## src/hdl/vuf_pkg.sv

```systemverilog
// Contract
// - The receive tag register only takes effect when the receive tag insertion option is built in as 1.
// - An inserted receive tag is the 32-bit receive tag value, placed right after the source address.
// - The receive tag holds the protocol id in 31-16, priority in 15-13, format bit 12 and VLAN id in 11-0, all RW.
// - The two unicast match registers apply only when the extended filter is built in and enabled.
// - With the extended filter active, unicast frames whose destination differs from the stored address are dropped.
// - Address bits 31:0 sit in the low register and bits 47:32 in bits 15-0 of the high register.
// - The first address byte on the wire sits in the least significant byte of the register pair.
// - Bits 31-16 of the high unicast register ignore writes and read as zero.
// - Four 16-bit protocol ids are held two per word, value 0 low and value 1 high, then values 2 and 3.
// - The protocol id words are used whenever any VLAN tag, strip or translate option is built in as 1.
package vuf_pkg;

  ////////////////////////////////////////////////////////////////////////////
  // Register map
  localparam logic [7:0] VUF_ADDR_RX_TAG = 8'h1c;
  localparam logic [7:0] VUF_ADDR_UNI_LOW = 8'h20;
  localparam logic [7:0] VUF_ADDR_UNI_HIGH = 8'h24;
  localparam logic [7:0] VUF_ADDR_TAG_PROTOCOL_ID_W0 = 8'h28;
  localparam logic [7:0] VUF_ADDR_TAG_PROTOCOL_ID_W1 = 8'h2c;
  localparam logic [7:0] VUF_ADDR_CTRL = 8'h40;
  localparam logic [7:0] VUF_ADDR_STATUS = 8'h44;

  ////////////////////////////////////////////////////////////////////////////
  // Fields and reset values
  localparam logic [31:0] VUF_RST_WORD = 32'h0000_0000;
  localparam logic [15:0] VUF_RST_HALF = 16'h0000;
  localparam int VUF_UNI_HIGH_W = 16;
  localparam int VUF_TAG_PROTOCOL_ID_W = 16;
  localparam int VUF_CTRL_EXT_EN_BIT = 0;
  localparam int VUF_CNT_W = 16;
  localparam int VUF_STAT_EXT_ACT_BIT = 16;
  localparam int VUF_STAT_VLAN_OPT_BIT = 17;
  localparam int VUF_STAT_TAG_OPT_BIT = 18;
  localparam logic [VUF_CNT_W-1:0] VUF_CNT_MAX = 16'hffff;

  ////////////////////////////////////////////////////////////////////////////
  // Bus encodings
  localparam logic [1:0] VUF_HTRANS_NONSEQ = 2'h2;
  localparam logic [2:0] VUF_HSIZE_WORD = 3'h2;
  localparam logic VUF_HRESP_OKAY = 1'h0;

  ////////////////////////////////////////////////////////////////////////////
  // Carriers
  typedef struct packed {
    logic [15:0] tag_protocol_id;
    logic [2:0] priority_field;
    logic canonical_format_bit;
    logic [11:0] vlan_identifier;
  } vuf_tag_t;

  typedef struct packed {
    logic valid;
    logic [47:0] addr;
  } vuf_dst_t;

  typedef struct packed {
    logic valid;
    logic [15:0] field;
  } vuf_type_t;

endpackage : vuf_pkg

```

## src/hdl/vuf_regs.sv

```systemverilog
// The AHB-Lite register port was left to the implementer.
`timescale 1ns/1ps
module vuf_regs
  import vuf_pkg::*;
#(
  parameter bit RX_TAG_INSERT_OPTION = 1'b1,
  parameter bit TX_TAG_INSERT_OPTION = 1'b1,
  parameter bit TX_TAG_STRIP_OPTION = 1'b1,
  parameter bit RX_TAG_STRIP_OPTION = 1'b1,
  parameter bit RX_TAG_TRANSLATE_OPTION = 1'b1,
  parameter bit EXTENDED_MCAST_FILTER_OPTION = 1'b1
)
(
  input wire logic clk,
  input wire logic rst,
  input wire logic hsel,
  input wire logic [31:0] haddr,
  input wire logic [1:0] htrans,
  input wire logic hwrite,
  input wire logic [2:0] hsize,
  input wire logic [31:0] hwdata,
  input wire logic hready,
  output logic hreadyout,
  output logic hresp,
  output logic [31:0] hrdata,
  input wire vuf_dst_t rx_dst,
  input wire vuf_type_t rx_type,
  input wire vuf_type_t tx_type,
  output vuf_tag_t rx_tag_out,
  output logic rx_tag_insert_en,
  output logic rx_verdict_valid,
  output logic rx_discard,
  output logic rx_vlan_valid,
  output logic rx_is_vlan,
  output logic tx_vlan_valid,
  output logic tx_is_vlan,
  output logic use_internal_unicast
);

  ////////////////////////////////////////////////////////////////////////////
  // Build options seen by the logic
  localparam bit VLAN_OPTS = RX_TAG_INSERT_OPTION | TX_TAG_INSERT_OPTION | TX_TAG_STRIP_OPTION
                             | RX_TAG_STRIP_OPTION | RX_TAG_TRANSLATE_OPTION;

  ////////////////////////////////////////////////////////////////////////////
  // Storage
  logic [31:0] rx_vlan_tag_value;
  logic [31:0] unicast_match_low;
  logic [VUF_UNI_HIGH_W-1:0] unicast_match_high;
  logic [31:0] vlan_type_word_zero;
  logic [31:0] vlan_type_word_one;
  logic ext_filter_enable;
  logic [VUF_CNT_W-1:0] discard_count;

  // Bus state
  logic acc;
  logic dph_wr;
  logic dph_rd;
  logic rd_pend;
  logic [7:0] dph_addr;

  // Datapath terms
  logic ext_active;
  logic [47:0] unicast_match_address;
  logic ucast_drop;
  logic rx_tag_protocol_id_hit;
  logic tx_tag_protocol_id_hit;

  ////////////////////////////////////////////////////////////////////////////
  // Read mux
  function automatic logic [31:0] read_word(input logic [7:0] a);
    logic [31:0] w;
    w = VUF_RST_WORD;
    case (a)
      VUF_ADDR_RX_TAG: w = rx_vlan_tag_value;
      VUF_ADDR_UNI_LOW: w = unicast_match_low;
      VUF_ADDR_UNI_HIGH: w = {VUF_RST_HALF, unicast_match_high};
      VUF_ADDR_TAG_PROTOCOL_ID_W0: w = vlan_type_word_zero;
      VUF_ADDR_TAG_PROTOCOL_ID_W1: w = vlan_type_word_one;
      VUF_ADDR_CTRL: w[VUF_CTRL_EXT_EN_BIT] = ext_filter_enable;
      VUF_ADDR_STATUS: begin
        w[VUF_CNT_W-1:0] = discard_count;
        w[VUF_STAT_EXT_ACT_BIT] = ext_active;
        w[VUF_STAT_VLAN_OPT_BIT] = VLAN_OPTS;
        w[VUF_STAT_TAG_OPT_BIT] = RX_TAG_INSERT_OPTION;
      end
      default: w = VUF_RST_WORD;
    endcase
    return w;
  endfunction : read_word

  ////////////////////////////////////////////////////////////////////////////
  // AHB-Lite address phase
  assign acc = hsel && (htrans == VUF_HTRANS_NONSEQ) && hready;

  always_ff @(posedge clk or posedge rst) begin
    if (rst) begin
      dph_wr <= 1'b0;
      dph_rd <= 1'b0;
      dph_addr <= 8'h00;
    end else if (hready) begin
      dph_wr <= acc && hwrite && (hsize == VUF_HSIZE_WORD);
      dph_rd <= acc && !hwrite;
      if (acc) begin
        dph_addr <= haddr[7:0];
      end
    end
  end

  ////////////////////////////////////////////////////////////////////////////
  // Read data and wait state after a write
  always_ff @(posedge clk or posedge rst) begin
    if (rst) begin
      hrdata <= VUF_RST_WORD;
      hreadyout <= 1'b1;
      rd_pend <= 1'b0;
    end else if (rd_pend) begin
      hrdata <= read_word(dph_addr);
      hreadyout <= 1'b1;
      rd_pend <= 1'b0;
    end else if (acc && !hwrite) begin
      if (dph_wr) begin
        rd_pend <= 1'b1;
        hreadyout <= 1'b0;
      end else begin
        hrdata <= read_word(haddr[7:0]);
      end
    end
  end

  always_ff @(posedge clk or posedge rst) begin
    if (rst) begin
      hresp <= VUF_HRESP_OKAY;
    end else begin
      hresp <= VUF_HRESP_OKAY;
    end
  end

  ////////////////////////////////////////////////////////////////////////////
  // Register writes
  always_ff @(posedge clk or posedge rst) begin
    if (rst) begin
      rx_vlan_tag_value <= VUF_RST_WORD;
      unicast_match_low <= VUF_RST_WORD;
      unicast_match_high <= VUF_RST_HALF;
      vlan_type_word_zero <= VUF_RST_WORD;
      vlan_type_word_one <= VUF_RST_WORD;
      ext_filter_enable <= 1'b0;
    end else if (dph_wr) begin
      case (dph_addr)
        VUF_ADDR_RX_TAG: rx_vlan_tag_value <= hwdata;
        VUF_ADDR_UNI_LOW: unicast_match_low <= hwdata;
        VUF_ADDR_UNI_HIGH: unicast_match_high <= hwdata[VUF_UNI_HIGH_W-1:0];
        VUF_ADDR_TAG_PROTOCOL_ID_W0: vlan_type_word_zero <= hwdata;
        VUF_ADDR_TAG_PROTOCOL_ID_W1: vlan_type_word_one <= hwdata;
        VUF_ADDR_CTRL: ext_filter_enable <= hwdata[VUF_CTRL_EXT_EN_BIT];
        default: ext_filter_enable <= ext_filter_enable;
      endcase
    end
  end

  ////////////////////////////////////////////////////////////////////////////
  // Unicast filter
  // option and enable both needed
  assign ext_active = EXTENDED_MCAST_FILTER_OPTION && ext_filter_enable;
  assign unicast_match_address = {unicast_match_high, unicast_match_low};

  vuf_ucast_check u_ucast (
    .filter_active(ext_active),
    .stored_addr(unicast_match_address),
    .dest_addr(rx_dst.addr),
    .discard(ucast_drop)
  );

  always_ff @(posedge clk or posedge rst) begin
    if (rst) begin
      rx_verdict_valid <= 1'b0;
      rx_discard <= 1'b0;
      use_internal_unicast <= 1'b1;
    end else begin
      rx_verdict_valid <= rx_dst.valid;
      rx_discard <= rx_dst.valid && ucast_drop;
      use_internal_unicast <= !ext_active;
    end
  end

  always_ff @(posedge clk or posedge rst) begin
    if (rst) begin
      discard_count <= VUF_RST_HALF;
    end else if (rx_dst.valid && ucast_drop && (discard_count != VUF_CNT_MAX)) begin
      discard_count <= discard_count + 16'h0001;
    end
  end

  ////////////////////////////////////////////////////////////////////////////
  // VLAN recognition on both paths
  vuf_tag_protocol_id_match u_rx_tag_protocol_id (
    .word_zero(vlan_type_word_zero),
    .word_one(vlan_type_word_one),
    .field(rx_type.field),
    .hit(rx_tag_protocol_id_hit)
  );

  vuf_tag_protocol_id_match u_tx_tag_protocol_id (
    .word_zero(vlan_type_word_zero),
    .word_one(vlan_type_word_one),
    .field(tx_type.field),
    .hit(tx_tag_protocol_id_hit)
  );

  always_ff @(posedge clk or posedge rst) begin
    if (rst) begin
      rx_vlan_valid <= 1'b0;
      rx_is_vlan <= 1'b0;
      tx_vlan_valid <= 1'b0;
      tx_is_vlan <= 1'b0;
    end else begin
      rx_vlan_valid <= rx_type.valid;
      tx_vlan_valid <= tx_type.valid;
      rx_is_vlan <= VLAN_OPTS && rx_type.valid && rx_tag_protocol_id_hit;
      tx_is_vlan <= VLAN_OPTS && tx_type.valid && tx_tag_protocol_id_hit;
    end
  end

  ////////////////////////////////////////////////////////////////////////////
  // Receive tag for insertion
  always_ff @(posedge clk or posedge rst) begin
    if (rst) begin
      rx_tag_out <= vuf_tag_t'(VUF_RST_WORD);
      rx_tag_insert_en <= 1'b0;
    end else begin
      rx_tag_insert_en <= RX_TAG_INSERT_OPTION;
      // tag word handed to the inserter
      rx_tag_out <= RX_TAG_INSERT_OPTION ? vuf_tag_t'(rx_vlan_tag_value) : vuf_tag_t'(VUF_RST_WORD);
    end
  end

  ////////////////////////////////////////////////////////////////////////////
  // Assertions
  a_tag_store: assert property (
    @(posedge clk) disable iff (rst)
    (dph_wr && dph_addr == VUF_ADDR_RX_TAG)
      |=> (rx_vlan_tag_value == $past(hwdata)) ##1 (rx_tag_out == $past(hwdata, 2) || !RX_TAG_INSERT_OPTION)
  ) else $error("receive tag write not stored");

  a_tag_gate: assert property (
    @(posedge clk) disable iff (rst)
    !RX_TAG_INSERT_OPTION |=> (!rx_tag_insert_en && rx_tag_out == vuf_tag_t'(VUF_RST_WORD))
  ) else $error("receive tag used without option");

  a_tag_insert: assert property (
    @(posedge clk) disable iff (rst)
    RX_TAG_INSERT_OPTION |=> (rx_tag_insert_en && rx_tag_out == $past(rx_vlan_tag_value))
  ) else $error("inserted tag differs from register");

  a_high_reserved: assert property (
    @(posedge clk) disable iff (rst)
    (dph_rd && hreadyout && dph_addr == VUF_ADDR_UNI_HIGH) |-> (hrdata[31:16] == VUF_RST_HALF)
  ) else $error("reserved unicast bits not zero");

  a_addr_split: assert property (
    @(posedge clk) disable iff (rst)
    (dph_rd && hreadyout && dph_addr == VUF_ADDR_UNI_LOW) |-> (hrdata == unicast_match_address[31:0])
  ) else $error("low unicast word misplaced");

  a_mismatch_drop: assert property (
    @(posedge clk) disable iff (rst)
    (rx_dst.valid && ext_active && !rx_dst.addr[0] && rx_dst.addr != unicast_match_address)
      |=> (rx_verdict_valid && rx_discard)
  ) else $error("mismatching unicast frame kept");

  a_match_keep: assert property (
    @(posedge clk) disable iff (rst)
    (rx_dst.valid && rx_dst.addr == unicast_match_address) |=> (rx_verdict_valid && !rx_discard)
  ) else $error("matching frame dropped");

  a_filter_off: assert property (
    @(posedge clk) disable iff (rst)
    (rx_dst.valid && !ext_active) |=> (!rx_discard && use_internal_unicast)
  ) else $error("frame dropped while filter inactive");

  a_tag_protocol_id_hit: assert property (
    @(posedge clk) disable iff (rst)
    (VLAN_OPTS && tx_type.valid && tx_type.field == vlan_type_word_one[31:16]) |=> (tx_vlan_valid && tx_is_vlan)
  ) else $error("tag protocol id three not recognised");

  a_tag_protocol_id_slot: assert property (
    @(posedge clk) disable iff (rst)
    (VLAN_OPTS && rx_type.valid && rx_type.field == vlan_type_word_zero[15:0]) |=> rx_is_vlan
  ) else $error("tag protocol id zero not recognised");

  a_tag_protocol_id_unused: assert property (
    @(posedge clk) disable iff (rst)
    (!VLAN_OPTS && rx_type.valid) |=> (rx_vlan_valid && !rx_is_vlan)
  ) else $error("VLAN recognised without option");

  a_read_wait: assert property (
    @(posedge clk) disable iff (rst)
    (acc && !hwrite && dph_wr) |=> !hreadyout ##1 (hreadyout && hrdata == read_word(dph_addr))
  ) else $error("read after write not delayed one cycle");

  a_low_write: assert property (
    @(posedge clk) disable iff (rst)
    (dph_wr && dph_addr == VUF_ADDR_UNI_LOW) |=> (unicast_match_low == $past(hwdata))
  ) else $error("low unicast word not stored");

  a_high_write: assert property (
    @(posedge clk) disable iff (rst)
    (dph_wr && dph_addr == VUF_ADDR_UNI_HIGH)
      |=> (unicast_match_high == VUF_UNI_HIGH_W'($past(hwdata)))
  ) else $error("high unicast word not stored");

  a_tag_protocol_id_store: assert property (
    @(posedge clk) disable iff (rst)
    (dph_wr && dph_addr == VUF_ADDR_TAG_PROTOCOL_ID_W0) |=> (vlan_type_word_zero == $past(hwdata))
  ) else $error("tag protocol id word not stored");

  a_tag_protocol_id_miss: assert property (
    @(posedge clk) disable iff (rst)
    (VLAN_OPTS && rx_type.valid
      && rx_type.field != vlan_type_word_zero[15:0] && rx_type.field != vlan_type_word_zero[31:16]
      && rx_type.field != vlan_type_word_one[15:0] && rx_type.field != vlan_type_word_one[31:16])
      |=> (rx_vlan_valid && !rx_is_vlan)
  ) else $error("unknown type field taken as VLAN");

  a_use_internal: assert property (
    @(posedge clk) disable iff (rst)
    ext_active |=> !use_internal_unicast
  ) else $error("internal unicast selected while filter active");

  a_narrow_write: assert property (
    @(posedge clk) disable iff (rst)
    (acc && hwrite && hsize != VUF_HSIZE_WORD) |=> ##1 $stable(rx_vlan_tag_value)
  ) else $error("narrow write changed receive tag");

  a_verdict_pulse: assert property (
    @(posedge clk) disable iff (rst)
    !rx_dst.valid |=> !rx_verdict_valid
  ) else $error("verdict without a frame");

endmodule : vuf_regs

```

## src/hdl/vuf_tag_protocol_id_match.sv

```systemverilog
`timescale 1ns/1ps
module vuf_tag_protocol_id_match
  import vuf_pkg::*;
(
  input wire logic [31:0] word_zero,
  input wire logic [31:0] word_one,
  input wire logic [15:0] field,
  output logic hit
);

  logic [3:0] slot_hit;

  assign slot_hit[0] = (field == word_zero[VUF_TAG_PROTOCOL_ID_W-1:0]);
  assign slot_hit[1] = (field == word_zero[2*VUF_TAG_PROTOCOL_ID_W-1:VUF_TAG_PROTOCOL_ID_W]);
  assign slot_hit[2] = (field == word_one[VUF_TAG_PROTOCOL_ID_W-1:0]);
  assign slot_hit[3] = (field == word_one[2*VUF_TAG_PROTOCOL_ID_W-1:VUF_TAG_PROTOCOL_ID_W]);

  assign hit = |slot_hit;

endmodule : vuf_tag_protocol_id_match

```

## src/hdl/vuf_ucast_check.sv

```systemverilog
`timescale 1ns/1ps
module vuf_ucast_check
  import vuf_pkg::*;
(
  input wire logic filter_active,
  input wire logic [47:0] stored_addr,
  input wire logic [47:0] dest_addr,
  output logic discard
);

  logic is_unicast;

  // group bit of first wire byte
  assign is_unicast = ~dest_addr[0];

  assign discard = filter_active && is_unicast && (dest_addr != stored_addr);

endmodule : vuf_ucast_check

```

## config.mk

```make
export PLATFORM = sky130hd
export DESIGN_NAME = vuf_regs
export DESIGN_NICKNAME = d
export VERILOG_FILES = /design/src/hdl/vuf_pkg.sv /design/src/hdl/vuf_regs.sv /design/src/hdl/vuf_tag_protocol_id_match.sv /design/src/hdl/vuf_ucast_check.sv
export SDC_FILE = /design/constraint.sdc
export NUM_CORES = 1
export LEC_CHECK = 0
export ABC_AREA = 0
export BUFFER_PORTS_ARGS = -buffer_cell sky130_fd_sc_hd__buf_2
export CORE_UTILIZATION = 40
export DETAILED_ROUTE_END_ITERATION = 8
export GPL_TIMING_DRIVEN = 0
export PLACE_DENSITY = 0.58
export SLEW_MARGIN = 40
export SYNTH_ARGS = -nofsm -noshare
export SYNTH_HDL_FRONTEND = slang
export SYNTH_SLANG_ARGS = --single-unit
```

## constraint.sdc

```tcl
create_clock -name clk -period 12.03 [get_ports clk]
set_input_delay 3.609 -clock clk [delete_from_list [all_inputs] [get_ports clk]]
set_output_delay 3.609 -clock clk [all_outputs]
set_load 0.05 [all_outputs]
```

# Word level (Yosys, flattened, before mapping)
# Cells that the tools add are included.
totals:
  regBits: 244
  inputBits: 157
  out_inout_bits: 74
  elab_cells: 94
classes:
  add_sub_neg: 1
  n_eq_ne: 27
  mux: 15
  n_bitwise: 1
  n_reduce_logical: 26
ops:
  columns: ["op", "n"]
  rows:
  - ["$pmux W18 S6", 2]
  - ["$eq A16 B16 Y1", 8]
  - ["$pmux W13 S4", 2]
  - ["$mux W32", 3]
  - ["$eq A8 B6 Y1 const B", 8]
  - ["$ne A48 B48 Y1", 1]
  - ["$eq A8 B7 Y1 const B", 4]
  - ["$reduce_and A2 Y1", 9]
  - ["$add A16 B1 Y16 const B", 1]
  - ["$eq A8 B5 Y1 const B", 2]
  - ["$ne A16 B16 Y1 const B", 1]
  - ["$pmux W1 S7", 2]
  - ["$logic_and A1 B1 Y1", 11]
  - ["$reduce_or A4 Y1", 2]
  - ["$mux W1", 6]
  - ["$reduce_bool A2 Y1", 2]
  - ["$eq A3 B2 Y1 const B", 1]
  - ["$eq A2 B2 Y1 const B", 1]
  - ["$logic_not A1 Y1", 2]
  - ["$ne A2 B1 Y1 const B", 1]
  - ["$not A1 Y1", 1]

# Depth between registers and ports, before layout
logic_depth:
  ltp_word: 6
  ltp_mapped: 9
  ltp_nobuf: 6

# Cells and area by module
# A second synthesis with hierarchy kept.
unflattened:
  hier_cells: 1194
  area_unflattened_um2: 13625.6
by_module_without_submodules:
  columns: ["mod", "instances", "cells_each", "area_each_um2", "seq_area_each_um2"]
  rows:
  - ["vuf_regs", 1, 959, 11715.0, 6108.4]
  - ["vuf_tag_protocol_id_match", 2, 85, 691.9, 0.0]
  - ["vuf_ucast_check", 1, 65, 526.8, 0.0]

# Worst setup path after synthesis
# No wires, ideal clock.
synth_timing:
  path_kind: "input-to-reg"
  start: "in haddr[2]"
  end: "reg hrdata[3]"
  setup_time_ns: 0.135
  arrival_ns: 5.159
  required_time_ns: 11.895
  path_slack_ns: 6.736
  path_stages: 8
  path_buffers: 3
  cell_sequence: "clkbuf_1 -> clkbuf_1 -> buf_1 -> nor2_1 -> a31oi_1 -> nor3_1 -> a211oi_1 -> o211ai_1"
synth_between:
  elab_chain_cells: 5
  word_cells_on_any_way: 10
  classes_between: "eq/ne: 6; mux: 4"
synth_rtl:
  columns: ["element", "line", "source"]
  rows:
  - ["start: declaration", "vuf_regs.sv:17", "input wire logic [31:0] haddr,"]
  - ["$eq A8 B7 Y1 (tied with other cells)", "vuf_regs.sv:74", "case (a)"]
  - ["$pmux W18 S6 (*)", "vuf_regs.sv:74", null]
  - ["$mux W32 (*)", "vuf_regs.sv:122", "if (dph_wr) begin"]
  - ["$mux W32 (*)", "vuf_regs.sv:121", "end else if (acc && !hwrite) begin"]
  - ["$mux W32 (*)", "vuf_regs.sv:117", "end else if (rd_pend) begin"]
  - ["end signal: assignment", "vuf_regs.sv:118", "hrdata <= read_word(dph_addr);"]
  - ["end signal: assignment", "vuf_regs.sv:126", "hrdata <= read_word(haddr[7:0]);"]
  - ["end: declaration", "vuf_regs.sv:25", "output logic [31:0] hrdata,"]
# Every way passes the cells marked *; elsewhere a longest branch is shown, timed or not. The select of a mux whose other input is x is not followed.
# A chain may end at the register's enable or synchronous reset.

# Final worst setup path
layout_timing:
  start: "in haddr[3]"
  end: "reg hrdata[15]"
# Same word-level chain as after synthesis.

==> flow_metrics.env <==
export IMPL_use_met3_pct=9.662
export IMPL_syn_cell_area_sq_um=13720
export IMPL_die_area_sq_um=35030
export IMPL_use_met1_pct=47.70
export IMPL_fin_nets=1611
export IMPL_final_period_utilization_pct=51.90
export IMPL_power_per_cell_area_nw_per_um2=143.2
export IMPL_setup_viol_count_final=0
export IMPL_synth_cell_type_count=65
export IMPL_slew_headroom_pct=34.80
export IMPL_wl_um=58480
export IMPL_worst_slew_pin_slew_ns=0.9780
export IMPL_avgViaCountPerCell=6.188
export IMPL_yosysTopAreaCell="dfrtp_1"
export IMPL_critPathMaxFanout=10
export IMPL_power_uw=2333
export IMPL_die_x_um=187.2
export IMPL_yosysMostFrequentCell="dfrtp_1"
export IMPL_p_clk_share_pct=40.1
export IMPL_pwr_share_comb_pct=18.6
export IMPL_netSwitchingFraction_pct=31.08
export IMPL_grt_pass1_vias=11280
export IMPL_cp_top_family="buffers and inverters"
export IMPL_cpPeakStageDelay_ns=0.70
export IMPL_required_ns=12.45
export IMPL_finalClockSkew_ns=0.01650
export IMPL_coreArea_sq_um=33620
export IMPL_ant_nets=0
export IMPL_hold_buffers=0
export IMPL_dr_pass1_iters=8
export IMPL_switchingPower_uw=725.1
export IMPL_final_hold_viol_count=0
export IMPL_antenna_found_initial=1
export IMPL_numCtsBuffers=28
export IMPL_rows=67
export IMPL_cap_violations=0
export IMPL_synth_cells=1247
export IMPL_start_kind="input port"
export IMPL_seq_area_frac_synth_pct=44.54
export IMPL_dr_first_iter_drc_count=1655
export IMPL_cp_arrival_ns=6.67
export IMPL_ctsResizeCount=0
export IMPL_crit_type="in2reg"
export IMPL_synth_avg_cell_area_sq_um=11.00
export IMPL_num_antenna_cells=0
export IMPL_grt_usage_pct=33.29
export IMPL_clk_pin_slew_ns=0.06
export IMPL_synth_top_area_share_pct=44.15
export IMPL_hold_slack_ns=0.4374
export IMPL_io_pins=231
export IMPL_grt_pass1_wl_um=83630
export IMPL_async_flop_share_pct=100.0
export IMPL_ys_ff_latch=244
export IMPL_syn2layout_area_growth_pct=18.77
export IMPL_grt_util_met2_pct=48.33
export IMPL_grt_overflow=0
export IMPL_p_int_uw=1608
export IMPL_synth_area_leaders="dfrtp_1 44%, xnor2_1 12%, mux2_2 11%"
export IMPL_synth_edff_count=0
export IMPL_clock_latency_ns=0.56
export IMPL_setup_tns_ns=0
export IMPL_root_buffer="clkbuf_16"
export IMPL_grt_max_degree=80
export IMPL_p_leak_uw=0.006715
export IMPL_floorplan_initialDensity_pct=40.80
export IMPL_die_h_um=187.2
export IMPL_status="complete, no violations"
export IMPL_p_seq_share_pct=41.3
export IMPL_cts_path_max_buffers=3
export IMPL_cts_htree_levels=1
export IMPL_maxSlewViolCount=0
export IMPL_portBuffers=172
export IMPL_grt_setup_unrepaired="no"
export IMPL_vias=11890
export IMPL_fmax_mhz=160.2
export IMPL_yosys_top_cells_count="242 x dfrtp_1, 190 x xnor2_1, 135 x mux2_2, 75 x a22oi_1, 69 x clkbuf_1"
export IMPL_synth_ff_type="dfrtp_1"
export IMPL_dp_hpwl_um=44390
export IMPL_nFillCells=3150
export IMPL_route_detailed_drc=0
export IMPL_crit_slowest_cell="buf_1"
export IMPL_end_kind="flop"
export IMPL_min_path_type="reg2reg"
export IMPL_postCtsSetupRepairBufs=0
export IMPL_drive_gt1_share_pct=29.19
export IMPL_busiest_layer="met2"
export IMPL_cpMostUsedCell="clkbuf_1"
export IMPL_max_vdd_ir_drop_v=0.0001109
export IMPL_routed_wire_length_per_instance_um=30.44
export IMPL_cp_cell_sequence="buf_2 -> clkbuf_1 -> buf_1 -> clkbuf_1 -> mux4_2 -> o2bb2ai_1 -> a22oi_1 -> nand2_1"
export IMPL_routabilityCongestion=1.035
export IMPL_synth_fp_nets=1405
export IMPL_fin_crit_ns=6.244
export IMPL_cts_tree="done"
export IMPL_cts_sinks=244
export IMPL_yosysWarnings=0
export IMPL_critPathBufInv=4
[layer usage]
layer  routed length (um)  vias to the layer above
li1                     -                     5022
met3                 6625                      111
met2                24750                      796
met1                25090                     5956
met5                   13                        -
met4                 2001                        2
[placed cells by master (no fill, tap or decap), drive strengths merged, types with 9 or more instances in the layout]
cell	count
mux2	167
nor2	54
nor3	16
nor4	13
o22ai	14
dfrtp	242
a221o	11
buf	204
and3	13
xnor2	190
a22o	16
nand3	18
a22oi	75
o21ai	44
a221oi	20
clkbuf	110
a21oi	13
nor2b	9
mux2i	20
nand2	66
nand4	51
[path summary, 6_finish.rpt]
check / startpoint / end / slack [ns] / cells after the start
max in group asynchronous: rst / vlan_type_word_one[22] / 7.97 / 4
setup / recovery: haddr[3] / hrdata[15] / 5.79 / 8
hold reg to reg: rx_vlan_tag_value[22] / rx_tag_out[22] / 0.44 / 0
hold / removal: rx_vlan_tag_value[22] / rx_tag_out[22] / 0.44 / 0
min in group asynchronous: rst / unicast_match_high[12] / 3.02 / 2
setup reg to reg: dph_addr[1] / unicast_match_low[19] / 8.37 / 6
[sequential cells by signal, indices dropped and copies added (netlist names), 8 cells and up]
signal	flops
discard_count	16
unicast_match_low	32
rx_vlan_tag_value	32
hrdata	32
vlan_type_word_one	32
unicast_match_high	16
rx_tag_out	32
dph_addr	8
vlan_type_word_zero	32
[final cells by class]
class	count	area [sq um]	share of cell area, %
Buffer	98	416.7	2.558
Clock buffer	40	827.0	5.077
Clock inverter	10	180.2	1.106
Inverter	7	33.78	0.2074
Multi-Input combinational cell	898	7212	44.27
Sequential cell	244	6108	37.50
Tap cell	448	560.5	3.441
Timing Repair Buffer	176	950.9	5.838
[power groups by stage]
stage	combinational (uW)	clock, uW	sequential, uW
3_3_place_gp	417	0	973
4_1_cts	426	951	959
2_1_floorplan	223	0	990
6_report	434	936	963
5_1_grt	456	980	966
3_5_place_dp	424	0	974
[worst register-to-register path, cell delays in order (launching register included)]
cell and delay (ns):
dfrtp_1 0.45, nor2_2 0.58, nand3_1 0.66, nor3_1 0.66
nand2_1 0.31, buf_1 0.46, mux2_2 0.42
[cell families after synthesis]
family	count (synthesis)	synth area share, %
and+or+nand+nor	271	10.41
DFF	244	44.54
AOI/OAI and AO/OA	243	12.95
muxes	191	16.65
xor gates and xnor gates	190	12.13
buffers and inverters	105	3.175
other	2	0.05475
adders and majority gates	1	0.09121
[through the flow]
step | utilization [%] | std cells | setup slack, ns | instance area, sq um
final | 48.46 | 1921 | 5.786 | 16290
after floorplan | - | 1247 | 1.723 | 13720
after global placement | 45.03 | 1867 | -1.237 | 15140
after detailed placement | 45.45 | 1871 | 5.452 | 15280
after CTS | 48.44 | 1921 | 6.046 | 16280
after global routing | 48.46 | 1921 | 5.855 | 16290
Power figures use the tool's default switching activity.
